### src/inc/ptg_pkg.sv
package ptg_pkg;

  // ------------------------------------------------------------
  // register offsets on the plain register port
  // ------------------------------------------------------------
  localparam int ADDR_W = 4;
  localparam logic [3:0] REG_CTRL = 4'h0;
  localparam logic [3:0] REG_CMD = 4'h1;
  localparam logic [3:0] REG_PERIOD = 4'h2;
  localparam logic [3:0] REG_WIDTH = 4'h3;
  localparam logic [3:0] REG_DELAY = 4'h4;
  localparam logic [3:0] REG_DWIDTH = 4'h5;
  localparam logic [3:0] REG_DDELAY = 4'h6;
  localparam logic [3:0] REG_STATUS = 4'h7;
  localparam logic [3:0] REG_TSEL = 4'h8;
  localparam logic [3:0] REG_TON = 4'h9;
  localparam logic [3:0] REG_TOFF = 4'hA;
  localparam logic [3:0] REG_TCOUNT = 4'hB;

  // ------------------------------------------------------------
  // field positions
  // ------------------------------------------------------------
  localparam int CTRL_MODEN = 0;
  localparam int CTRL_VIDEO = 1;
  localparam int CTRL_PMODE = 2;
  localparam int CTRL_TMODE = 4;
  localparam int CTRL_SLOPE = 6;
  localparam int CTRL_GATEINV = 7;
  localparam int CTRL_SYNCSEL = 8;
  localparam int CMD_MANUAL = 0;
  localparam int STAT_STATE = 0;
  localparam int STAT_PULSE = 2;
  localparam int STAT_VALID = 3;
  localparam int STAT_WERR = 4;
  localparam int STAT_TIDX = 8;

  // ------------------------------------------------------------
  // reset values and timing
  // ------------------------------------------------------------
  localparam int RST_PERIOD = 10;
  localparam int RST_WIDTH = 4;
  localparam int CLK_PERIOD_NS = 100;
  localparam int MIN_GAP_NS = 20;
  localparam int MIN_GAP_CYC_RAW =
    (MIN_GAP_NS + CLK_PERIOD_NS - 1) / CLK_PERIOD_NS;
  localparam int MIN_GAP_CYC = (MIN_GAP_CYC_RAW < 1) ? 1 : MIN_GAP_CYC_RAW;
  localparam int SETTLE_CYC = 4;

  // ------------------------------------------------------------
  // modes and states
  // ------------------------------------------------------------
  typedef enum logic [1:0] {
    PM_SINGLE = 2'b00,
    PM_DOUBLE = 2'b01,
    PM_TRAIN = 2'b10
  } ptg_pmode_t;

  typedef enum logic [1:0] {
    TM_AUTO = 2'b00,
    TM_SINGLE = 2'b01,
    TM_GATED = 2'b10
  } ptg_tmode_t;

  typedef enum logic [1:0] {
    ST_IDLE = 2'b00,
    ST_DELAY = 2'b01,
    ST_RUN = 2'b10
  } ptg_state_t;

endpackage

### src/hdl/ptg_pulse_train_generator.sv
`timescale 1ns/1ps
// Behaviour
// single mode: one pulse in every repetition period
// double mode: two pulses in every repetition period
// train mode: high/low times come from stored on/off list
// period register sets the repetition interval
// software keeps width at least 20 ns below period
// external trigger: wait programmed delay before output starts
// trigger delay ignored in double mode
// second pulse high time equals second-pulse width
// second pulse starts programmed interval after first rising edge
// auto trigger: runs continuously without trigger
// single-shot: each qualifying edge starts one sequence; edges arriving during delay or run are ignored
// gated: pulses only while gate is active
// slope selects rising or falling trigger edges
// gate polarity: normal active high, inverted active low
// manual trigger acts like edge, only in single-shot mode
// each train entry repeats its count before advancing
// zero-count entries skipped, nonzero count takes part again
// sync selected: valid output high while settling, else low
// sync cleared: valid output pulses at each sequence start
// enabling modulation turns on generator and video output
// train restarts at first entry after last one
// counts in clock cycles; reset idles with outputs low
module ptg_pulse_train_generator
  import ptg_pkg::*;
#(
  parameter int CW = 16,
  parameter int N = 8,
  parameter int SETTLE = SETTLE_CYC
) (
  // clock and reset
  input wire logic clock,
  input wire logic rst,
  // register port
  input wire logic [ADDR_W-1:0] addr,
  input wire logic [31:0] wrData,
  input wire logic wrStb,
  input wire logic rdStb,
  output logic [31:0] rdData,
  // pins
  input wire logic extTriggerGateIn,
  output logic pulseOut,
  output logic videoSyncOut,
  output logic signalValidOut
);

  localparam int IW = (N > 1) ? $clog2(N) : 1;

  // ------------------------------------------------------------
  // elaboration checks
  // ------------------------------------------------------------
  if (CW < 2 || CW > 32) begin : g_cw_chk
    $error("CW must be 2..32");
  end
  if (N < 2 || (1 << IW) != N) begin : g_n_chk
    $error("N must be a power of two, at least 2");
  end
  if (SETTLE < 1 || SETTLE > 255) begin : g_s_chk
    $error("SETTLE must be 1..255");
  end

  // ------------------------------------------------------------
  // storage
  // ------------------------------------------------------------
  logic [CW-1:0] periodReg, widthReg, delayReg, dWidthReg, dDelayReg;
  logic genOnReg, videoOnReg, slopeReg, gateInvReg, syncSelReg;
  logic [1:0] pmodeReg, tmodeReg;
  logic [CW-1:0] onMem [N];
  logic [CW-1:0] offMem [N];
  logic [CW-1:0] cntMem [N];
  logic [IW-1:0] tSelReg, tIdxReg;
  logic [CW-1:0] tRepReg, phReg;
  logic [CW:0] tPhReg;
  ptg_state_t stateReg;
  logic extPrevReg, pulseReg, videoReg, validReg;
  logic [7:0] settleReg;
  logic [31:0] rdDataReg;

  // ------------------------------------------------------------
  // register decode
  // ------------------------------------------------------------
  wire wrCtrl = wrStb && (addr == REG_CTRL);
  wire wrCmd = wrStb && (addr == REG_CMD);
  wire wrTrain = wrStb && (addr == REG_TON || addr == REG_TOFF ||
                           addr == REG_TCOUNT);
  wire wrTiming = wrStb && (addr >= REG_PERIOD && addr <= REG_DDELAY);
  wire [CW-1:0] wrVal = wrData[CW-1:0];
  // a fresh enable switches the video output on as well
  wire modEnRise = wrCtrl && wrData[CTRL_MODEN] && !genOnReg;

  // ------------------------------------------------------------
  // trigger and gate qualification
  // ------------------------------------------------------------
  wire isAuto = (tmodeReg == TM_AUTO);
  wire isSingle = (tmodeReg == TM_SINGLE);
  wire isGated = (tmodeReg == TM_GATED);
  wire isDouble = (pmodeReg == PM_DOUBLE);
  wire isTrain = (pmodeReg == PM_TRAIN);
  // edge select
  wire trigEdge = slopeReg ? (extPrevReg && !extTriggerGateIn)
                           : (!extPrevReg && extTriggerGateIn);
  // gate polarity
  wire gateActive = extTriggerGateIn ^ gateInvReg;
  // manual only in single-shot
  wire manualTrig = wrCmd && wrData[CMD_MANUAL] && isSingle;
  // edge or manual starts sequence
  wire trigAccept = genOnReg && isSingle && (trigEdge || manualTrig);

  // ------------------------------------------------------------
  // train list search for next nonzero entry
  // ------------------------------------------------------------
  function automatic logic [IW:0] findNz(input logic [IW-1:0] start);
    logic [IW:0] res;
    logic [IW-1:0] j;
    res = '0;
    j = start;
    for (int i = N - 1; i >= 0; i--) begin
      j = start + IW'(i);
      if (cntMem[j] != '0) begin
        res = {1'b1, j};
      end
    end
    return res;
  endfunction

  // zero counts skipped
  wire [IW:0] firstNz = findNz('0);
  wire [IW:0] nextNz = findNz(tIdxReg + 1'b1);
  wire anyEntry = firstNz[IW];
  wire [IW-1:0] nextIdx = nextNz[IW-1:0];
  wire wrapped = (nextIdx <= tIdxReg);

  // ------------------------------------------------------------
  // sequence timing terms
  // ------------------------------------------------------------
  wire [CW-1:0] perLen = (periodReg == '0) ? CW'(1) : periodReg;
  // period bounds phase counter
  wire periodEnd = (phReg == perLen - 1'b1);
  wire [CW:0] trainLen = {1'b0, onMem[tIdxReg]} + {1'b0, offMem[tIdxReg]};
  wire tStepEnd = (trainLen == '0) || (tPhReg == trainLen - 1'b1);
  wire repEnd = (tRepReg + 1'b1 >= cntMem[tIdxReg]);
  wire seqEnd = isTrain ? (tStepEnd && repEnd && wrapped) : periodEnd;
  wire canRun = genOnReg && (!isTrain || anyEntry);
  wire freeRun = isAuto || (isGated && gateActive);
  wire delayOn = (delayReg != '0) && !isDouble;
  wire [CW:0] dEnd = {1'b0, dDelayReg} + {1'b0, dWidthReg};
  wire widthErr = ({1'b0, widthReg} + (CW+1)'(MIN_GAP_CYC)) >
                  {1'b0, perLen};

  // first pulse in each period
  wire firstHigh = (phReg < widthReg);
  // second pulse window
  wire secondHigh = ({1'b0, phReg} >= {1'b0, dDelayReg}) &&
                    ({1'b0, phReg} < dEnd);
  // train on time
  wire trainHigh = (tPhReg < {1'b0, onMem[tIdxReg]});
  // double adds second
  wire levelNow = isTrain ? trainHigh :
                  (isDouble ? (firstHigh || secondHigh) : firstHigh);
  // gate cuts output at once
  wire pulseNext = (stateReg == ST_RUN) && levelNow &&
                   !(isGated && !gateActive);
  wire seqStart = (stateReg == ST_RUN) &&
                  (isTrain ? (tIdxReg == firstNz[IW-1:0] &&
                              tRepReg == '0 && tPhReg == '0)
                           : (phReg == '0));

  // ------------------------------------------------------------
  // control registers
  // ------------------------------------------------------------
  always_ff @(posedge clock) begin
    if (rst) begin
      genOnReg <= 1'b0;
      videoOnReg <= 1'b0;
      pmodeReg <= PM_SINGLE;
      tmodeReg <= TM_AUTO;
      slopeReg <= 1'b0;
      gateInvReg <= 1'b0;
      syncSelReg <= 1'b0;
    end else if (wrCtrl) begin
      genOnReg <= wrData[CTRL_MODEN];
      // fresh enable forces video on
      videoOnReg <= wrData[CTRL_VIDEO] || modEnRise;
      pmodeReg <= wrData[CTRL_PMODE +: 2];
      tmodeReg <= wrData[CTRL_TMODE +: 2];
      slopeReg <= wrData[CTRL_SLOPE];
      gateInvReg <= wrData[CTRL_GATEINV];
      syncSelReg <= wrData[CTRL_SYNCSEL];
    end
  end

  // timing registers
  always_ff @(posedge clock) begin
    if (rst) begin
      periodReg <= CW'(RST_PERIOD);
      widthReg <= CW'(RST_WIDTH);
      delayReg <= '0;
      dWidthReg <= '0;
      dDelayReg <= '0;
      tSelReg <= '0;
    end else if (wrStb) begin
      if (addr == REG_PERIOD) periodReg <= wrVal;
      if (addr == REG_WIDTH) widthReg <= wrVal;
      if (addr == REG_DELAY) delayReg <= wrVal;
      if (addr == REG_DWIDTH) dWidthReg <= wrVal;
      if (addr == REG_DDELAY) dDelayReg <= wrVal;
      if (addr == REG_TSEL) tSelReg <= wrData[IW-1:0];
    end
  end

  // train list entries, empty after reset
  always_ff @(posedge clock) begin
    if (rst) begin
      for (int i = 0; i < N; i++) begin
        onMem[i] <= '0;
        offMem[i] <= '0;
        cntMem[i] <= '0;
      end
    end else if (wrTrain) begin
      if (addr == REG_TON) onMem[tSelReg] <= wrVal;
      if (addr == REG_TOFF) offMem[tSelReg] <= wrVal;
      if (addr == REG_TCOUNT) cntMem[tSelReg] <= wrVal;
    end
  end

  // ------------------------------------------------------------
  // sequencer
  // ------------------------------------------------------------
  always_ff @(posedge clock) begin
    if (rst) begin
      // idle after reset
      stateReg <= ST_IDLE;
      phReg <= '0;
      tIdxReg <= '0;
      tRepReg <= '0;
      tPhReg <= '0;
    end else begin
      case (stateReg)
        ST_IDLE: begin
          phReg <= '0;
          tRepReg <= '0;
          tPhReg <= '0;
          tIdxReg <= firstNz[IW-1:0];
          // auto start
          if (canRun && freeRun) begin
            stateReg <= ST_RUN;
          end else if (canRun && trigAccept) begin
            // delay unless double
            stateReg <= delayOn ? ST_DELAY : ST_RUN;
          end
        end
        ST_DELAY: begin
          if (!genOnReg) begin
            stateReg <= ST_IDLE;
          end else if (phReg == delayReg - 1'b1) begin
            stateReg <= ST_RUN;
            phReg <= '0;
          end else begin
            phReg <= phReg + 1'b1;
          end
        end
        ST_RUN: begin
          phReg <= periodEnd ? '0 : phReg + 1'b1;
          tPhReg <= tStepEnd ? '0 : tPhReg + 1'b1;
          // repeat, then advance
          if (tStepEnd) begin
            tRepReg <= repEnd ? '0 : tRepReg + 1'b1;
            // wraps to first entry
            if (repEnd) tIdxReg <= nextIdx;
          end
          if (!canRun || (isGated && !gateActive) ||
              (isSingle && seqEnd)) begin
            stateReg <= ST_IDLE;
          end
        end
        default: stateReg <= ST_IDLE;
      endcase
    end
  end

  // ------------------------------------------------------------
  // outputs and settle timer
  // ------------------------------------------------------------
  always_ff @(posedge clock) begin
    if (rst) begin
      extPrevReg <= 1'b0;
      pulseReg <= 1'b0;
      videoReg <= 1'b0;
      validReg <= 1'b0;
      settleReg <= '0;
    end else begin
      extPrevReg <= extTriggerGateIn;
      pulseReg <= pulseNext;
      videoReg <= pulseNext && videoOnReg;
      if (wrCtrl || wrTiming || wrTrain) begin
        settleReg <= 8'(SETTLE);
      end else if (settleReg != '0) begin
        settleReg <= settleReg - 1'b1;
      end
      // settle level or start pulse
      validReg <= syncSelReg ? (settleReg != '0) : seqStart;
    end
  end

  // read mux, data only in the cycle after the strobe
  wire [31:0] ctrlRd = 32'({syncSelReg, gateInvReg, slopeReg, tmodeReg,
                            pmodeReg, videoOnReg, genOnReg});
  wire [31:0] statRd = 32'({tIdxReg, 3'b000, widthErr, validReg,
                            pulseReg, stateReg});
  wire [31:0] rdMux =
    (addr == REG_CTRL) ? ctrlRd :
    (addr == REG_PERIOD) ? 32'(periodReg) :
    (addr == REG_WIDTH) ? 32'(widthReg) :
    (addr == REG_DELAY) ? 32'(delayReg) :
    (addr == REG_DWIDTH) ? 32'(dWidthReg) :
    (addr == REG_DDELAY) ? 32'(dDelayReg) :
    (addr == REG_STATUS) ? statRd :
    (addr == REG_TSEL) ? 32'(tSelReg) :
    (addr == REG_TON) ? 32'(onMem[tSelReg]) :
    (addr == REG_TOFF) ? 32'(offMem[tSelReg]) :
    (addr == REG_TCOUNT) ? 32'(cntMem[tSelReg]) : 32'h0000_0000;

  always_ff @(posedge clock) begin
    if (rst) rdDataReg <= 32'h0000_0000;
    else rdDataReg <= rdStb ? rdMux : 32'h0000_0000;
  end

  assign rdData = rdDataReg;
  assign pulseOut = pulseReg;
  assign videoSyncOut = videoReg;
  assign signalValidOut = validReg;

  // ------------------------------------------------------------
  // assertions
  // ------------------------------------------------------------
  property p_idle_low;
    @(posedge clock) disable iff (rst)
    stateReg == ST_IDLE |=> !pulseOut;
  endproperty
  a_idle_low: assert property (p_idle_low)
    else $error("pulse high while idle");

  property p_first_rise;
    @(posedge clock) disable iff (rst)
    (stateReg == ST_RUN && !isTrain && phReg == '0 && widthReg != '0 &&
     !isGated) |=> pulseOut;
  endproperty
  a_first_rise: assert property (p_first_rise)
    else $error("no pulse at period start");

  property p_period_wrap;
    @(posedge clock) disable iff (rst)
    (stateReg == ST_RUN && periodEnd && $stable(periodReg)) |=>
      (phReg == '0);
  endproperty
  a_period_wrap: assert property (p_period_wrap)
    else $error("phase did not wrap at period end");

  property p_second_start;
    @(posedge clock) disable iff (rst)
    (stateReg == ST_RUN && isDouble && !isGated && phReg == dDelayReg &&
     dWidthReg != '0) |=> pulseOut;
  endproperty
  a_second_start: assert property (p_second_start)
    else $error("second pulse missing");

  property p_second_end;
    @(posedge clock) disable iff (rst)
    (stateReg == ST_RUN && isDouble && {1'b0, phReg} == dEnd &&
     phReg >= widthReg) |=> !pulseOut;
  endproperty
  a_second_end: assert property (p_second_end)
    else $error("second pulse too long");

  property p_delay_wait;
    @(posedge clock) disable iff (rst)
    (stateReg == ST_IDLE && canRun && !freeRun && trigAccept &&
     delayOn && delayReg == CW'(3)) |=>
      stateReg == ST_DELAY ##1 stateReg == ST_DELAY ##1
      stateReg == ST_DELAY ##1 stateReg != ST_DELAY;
  endproperty
  a_delay_wait: assert property (p_delay_wait)
    else $error("trigger delay wrong");

  property p_double_nodelay;
    @(posedge clock) disable iff (rst)
    (stateReg == ST_IDLE && canRun && !freeRun && trigAccept &&
     isDouble) |=> stateReg == ST_RUN;
  endproperty
  a_double_nodelay: assert property (p_double_nodelay)
    else $error("delay applied in double mode");

  property p_auto_run;
    @(posedge clock) disable iff (rst)
    (stateReg == ST_IDLE && canRun && isAuto) |=> stateReg == ST_RUN;
  endproperty
  a_auto_run: assert property (p_auto_run)
    else $error("auto mode did not start");

  property p_gate_off;
    @(posedge clock) disable iff (rst)
    (isGated && !gateActive) |=> !pulseOut;
  endproperty
  a_gate_off: assert property (p_gate_off)
    else $error("pulse while gate inactive");

  property p_skip_zero;
    @(posedge clock) disable iff (rst)
    (stateReg == ST_RUN && isTrain && $stable(tIdxReg)) |->
      cntMem[tIdxReg] != '0;
  endproperty
  a_skip_zero: assert property (p_skip_zero)
    else $error("zero-count entry played");

  property p_sync_single;
    @(posedge clock) disable iff (rst)
    (!syncSelReg && signalValidOut && perLen > CW'(1) && !isTrain &&
     $stable(syncSelReg)) |=> !signalValidOut;
  endproperty
  a_sync_single: assert property (p_sync_single)
    else $error("sync pulse longer than one cycle");

  property p_video_on;
    @(posedge clock) disable iff (rst)
    modEnRise |=> (genOnReg && videoOnReg);
  endproperty
  a_video_on: assert property (p_video_on)
    else $error("enable did not switch video on");

endmodule // ptg_pulse_train_generator

### config.mk
export PLATFORM = sky130hd
export DESIGN_NAME = ptg_pulse_train_generator
export DESIGN_NICKNAME = d
export VERILOG_FILES = /design/src/inc/ptg_pkg.sv /design/src/hdl/ptg_pulse_train_generator.sv
export SDC_FILE = /design/constraint.sdc
export NUM_CORES = 2
export LEC_CHECK = 0
export BUFFER_PORTS_ARGS = -buffer_cell sky130_fd_sc_hd__buf_2
export CORE_UTILIZATION = 36
export CTS_CLUSTER_SIZE = 8
export DETAILED_ROUTE_END_ITERATION = 10
export GPL_TIMING_DRIVEN = 0
export MAX_ROUTING_LAYER = met4
export SETUP_SLACK_MARGIN = 0.1
export SLEW_MARGIN = 25
export SYNTH_ARGS = -nofsm -noshare
export SYNTH_HDL_FRONTEND = slang
export SYNTH_SLANG_ARGS = --single-unit
### constraint.sdc
create_clock -name clock -period 17.15 [get_ports clock]
set_input_delay 2.5725 -clock clock [delete_from_list [all_inputs] [get_ports clock]]
set_output_delay 2.5725 -clock clock [all_outputs]
set_load 0.01 [all_outputs]
==> metrics.yaml <==
min_path:
  min_from: "settleReg[3]$_SDFFE_PP0P_"
  whs_path_depth: 2
  holdPathEnd: "settleReg[3]$_SDFFE_PP0P_"
  min_path_type: "reg -> reg"
finish:
  drive_above_1_share: 0.133
  syn_to_final_growth_pct: 12.9
  n_fill_cell: 9639
  finalNetCount: 3792
  fin_area_um2: 41200
synth:
  syn_area_um2: 36500
  yosysMostFrequentCell: "and2_1"
  synth_warnings: 0
  postSynthCellCount: 3456
  synth_xor_area_frac: 0.0332
  synth_compound_area_frac: 0.107
  synth.top_cell.area_share: 0.316
  syn_avg_cell_area_um2: 10.6
  synthTopCellsByArea: "edfxtp_1 (32%), mux4_2 (12%), dfxtp_1 (9.9%)"
  ys_top_cells_by_count: "and2_1 (397), edfxtp_1 (384), nand2_1 (276), clkbuf_1 (202)"
  synth_edf_count: 384
  synthArstFlopShare: 0
  synth-seq-cells: 564
  ys_seq_area_frac: 0.414
  synth_ff_type: "edfxtp_1"
  synth_top_family_by_area: "simple AND/OR/NAND/NOR gates"
  yosys-mux-area-fraction: 0.160
  synth_top_area_cell: "edfxtp_1"
  synth_fa_ha_area_frac: 0.0508
  synth-simple-area-share: 0.195
  ys_types: 96
worst_setup_path:
  worst-endpoint-required_ps: 17720
  slowest_delay_ps: 720
  path_cells: "clkbuf_1, clkbuf_1, clkbuf_2, mux4_2, mux2i_1, inv_1, ha_1, clkbuf_1, and4_1, o211ai_1, a31oi_1, xnor2_1, o221ai_1, nor2_1, a31oi_1, xnor2_1, or4_4, o21ai_0, nand3_1, a21oi_1"
  cpMaxStageDelayCell: "clkbuf_1"
  r2r_setup_slack_ps: 9280
  critPathArrivalTime_ps: 8430
  critPathLaunchType: "register"
  cp-end-kind: "register"
  r2r-end: "tRepReg[14]$_SDFFE_PP0P_"
  path_max_fanout: 10
  worstRegToRegCells: 20
  critical_path_class: "reg -> reg"
  cpMostUsedCell: "clkbuf_1"
drt:
  post_drt_wl_per_cell_um: 26.9
  dr.first_iter.drc_count: 3445
  via_count: 29500
  firstDrtPassIters: 6
  antenna_left: 0
  avgViaCountPerCell: 5.89
  wl_um: 135000
  drcViolationCount: 0
floorplanning:
  row_count: 116
  initial_utilization: 0.364
  die_h_um: 321
  ios: 76
  core-area_um2: 100000
  die_area_um2: 103000
  die_w_um: 321
clock_network:
  cts_made_buffers: 82
  clockRootBuffer: "clkbuf_16"
  cts_hold_buf: 0
  clockBufferDepth: 3
  cts_htree_levels: 3
  cts_tree: "built"
  cts.clk_slew.worst_paths_ps: 60
  cts_resized: 0
  clock-sinks: 564
  post_cts_buffers: 0
  clock_insertion_delay_worst_skew_ps: 680
sta:
  rsz0062_at_grt: "false"
  finalHoldViolCount: 0
  fin_crit_sh: 0.459
  slew_violations: 0
  min_period_ps: 7870
  fmax_mhz: 127
  skew_ps: 44.7
  fin_ws_ps: 9280
  setup_viol: 0
  final.setup.tns_ps: 0
  max-slew-margin-rel: 0.243
  worstMarginPinSlew_ps: 1140
pwr:
  p_int_mw: 2.83
  p_seq_frac: 0.361
  p_sw_frac: 0.335
  leakage_nw: 14.5
  power_frac_comb: 0.277
  peakVddDrop_mv: 0.0712
  p_per_area_nw_per_um2: 103
  pwr-share-clk: 0.362
  p_sw_mw: 1.43
placement:
  dp_hpwl_um: 103000
  numPortBuffers: 28
  gp_congestion: 1.00
  pre_cts_slack_ps: 9070
  placed_cell_area_um2: 38800
global_routing:
  antenna_found_initial: 5
  grt_pass1_vias: 28200
  grt_max_degree: 17
  grt_pass1_wl_um: 194000
  track_usage: 0.266
  gr-total-overflow: 0
status:
  outcome: "finished, final reports clean"
flow_run:
  cap_viol_max_count: 0
-- logic make-up (layout without fill, tap and decap cells) --
| group | count (synthesis) | count (layout) |
|---|---|---|
| adder cells (fa/ha/maj) | 147 | 147 |
| multiplexers | 334 | 334 |
| other | 1 | 21 |
| buffers and inverters | 371 | 544 |
| AND/OR/NAND/NOR | 1306 | 1306 |
| flip-flops | 564 | 564 |
| AO/OA/AOI/OAI | 596 | 596 |
| XOR/XNOR | 137 | 137 |
-- sequential cells by signal, indices dropped and copies added (netlist names), 2 cells and up, named ones only --
| register | flops |
|---|---|
| widthReg | 16 |
| offMem | 128 |
| settleReg | 8 |
| tPhReg | 17 |
| tIdxReg | 3 |
| phReg | 16 |
| cntMem | 128 |
| tRepReg | 16 |
| dWidthReg | 16 |
| tmodeReg | 2 |
| onMem | 128 |
| periodReg | 16 |
| tSelReg | 3 |
| delayReg | 16 |
| dDelayReg | 16 |
| stateReg | 2 |
| pmodeReg | 2 |
| rdData | 16 |
-- cell type report --
type | instances | area [um2] | area share
Buffer | 264 | 1090 | 0.0263
Clock inverter | 10 | 178 | 0.00431
Antenna cell | 5 | 12.5 | 0.000304
Sequential cell | 564 | 15100 | 0.367
Inverter | 107 | 402 | 0.00974
Timing Repair Buffer | 49 | 380 | 0.00923
Multi-Input combinational cell | 2536 | 20200 | 0.489
Clock buffer | 114 | 2180 | 0.0529
Tap cell | 1357 | 1700 | 0.0412
-- per-layer routing --
metal / vias to the layer above / share of wire / GRT usage
met5: - / 0 / -
met1: 14700 / 0.41 / 0.344
li1: 13200 / - / -
met4: 0 / 0.044 / 0.119
met2: 1416 / 0.45 / 0.395
met3: 272 / 0.10 / 0.0636
-- worst max-delay path by stage --
stage | from | to | slack [ps] | depth (start not counted)
floorplan | register | register | 11170 | 19
global placement | register | tRepReg[10]$_SDFFE_PP0P_ | 9240 | 21
detailed placement | register | tRepReg[10]$_SDFFE_PP0P_ | 9070 | 21
CTS | register | tRepReg[10]$_SDFFE_PP0P_ | 9020 | 21
global route | register | tRepReg[0]$_SDFFE_PP0P_ | 8830 | 20
finish | register | tRepReg[14]$_SDFFE_PP0P_ | 9280 | 20
-- placed cells by master (no fill, tap or decap), types with 17 or more instances in the layout --
| cell | n |
|---|---|
| a211oi_1 | 17 |
| a21o_1 | 48 |
| a21oi_1 | 196 |
| a31oi_1 | 19 |
| and2_1 | 397 |
| and3_1 | 48 |
| buf_1 | 26 |
| buf_2 | 42 |
| buf_6 | 21 |
| clkbuf_1 | 230 |
| clkbuf_16 | 82 |
| dfxtp_1 | 180 |
| edfxtp_1 | 384 |
| ha_1 | 145 |
| inv_1 | 106 |
| mux2_2 | 26 |
| mux2i_1 | 109 |
| mux4_2 | 196 |
| nand2_1 | 276 |
| nand2b_1 | 32 |
| nand3_1 | 74 |
| nand4_1 | 48 |
| nor2_1 | 160 |
| nor2b_1 | 21 |
| nor3_1 | 54 |
| nor4_1 | 45 |
| o211ai_1 | 18 |
| o21a_1 | 19 |
| o21ai_0 | 85 |
| o21ai_2 | 20 |
| o22ai_1 | 20 |
| or3_1 | 34 |
| or4_1 | 21 |
| xnor2_1 | 95 |
| xor2_1 | 41 |
-- power groups by stage --
stage | registers (mW) | logic [mW] | clock network, mW
finish | 1.54 | 1.18 | 1.54
global route | 1.54 | 1.26 | 1.60
global placement | 1.56 | 1.14 | 0
floorplan | 1.55 | 0.812 | 0
CTS | 1.54 | 1.16 | 1.55
detailed placement | 1.56 | 1.15 | 0
-- stage by stage --
step	instances	hold slack, ps	power [mW]	util
after global routing	5005	497	4.41	0.411
after detailed placement	4877	470	2.72	0.387
after CTS	5001	478	4.24	0.411
after floorplan	3471	441	2.36	-
after global placement	4856	465	2.70	0.383
final	5006	481	4.26	0.411
-- critical path: cells and delay by family (launching register included) --
kind            cells  cell delay, ps
compound gates      6            1750
xor+xnor            2             430
fa+ha+maj           1             330
buf+inv             5            2290
flops               1             320
mux                 2            1260
simple gates        4            1360
Power figures use the tool's default switching activity.
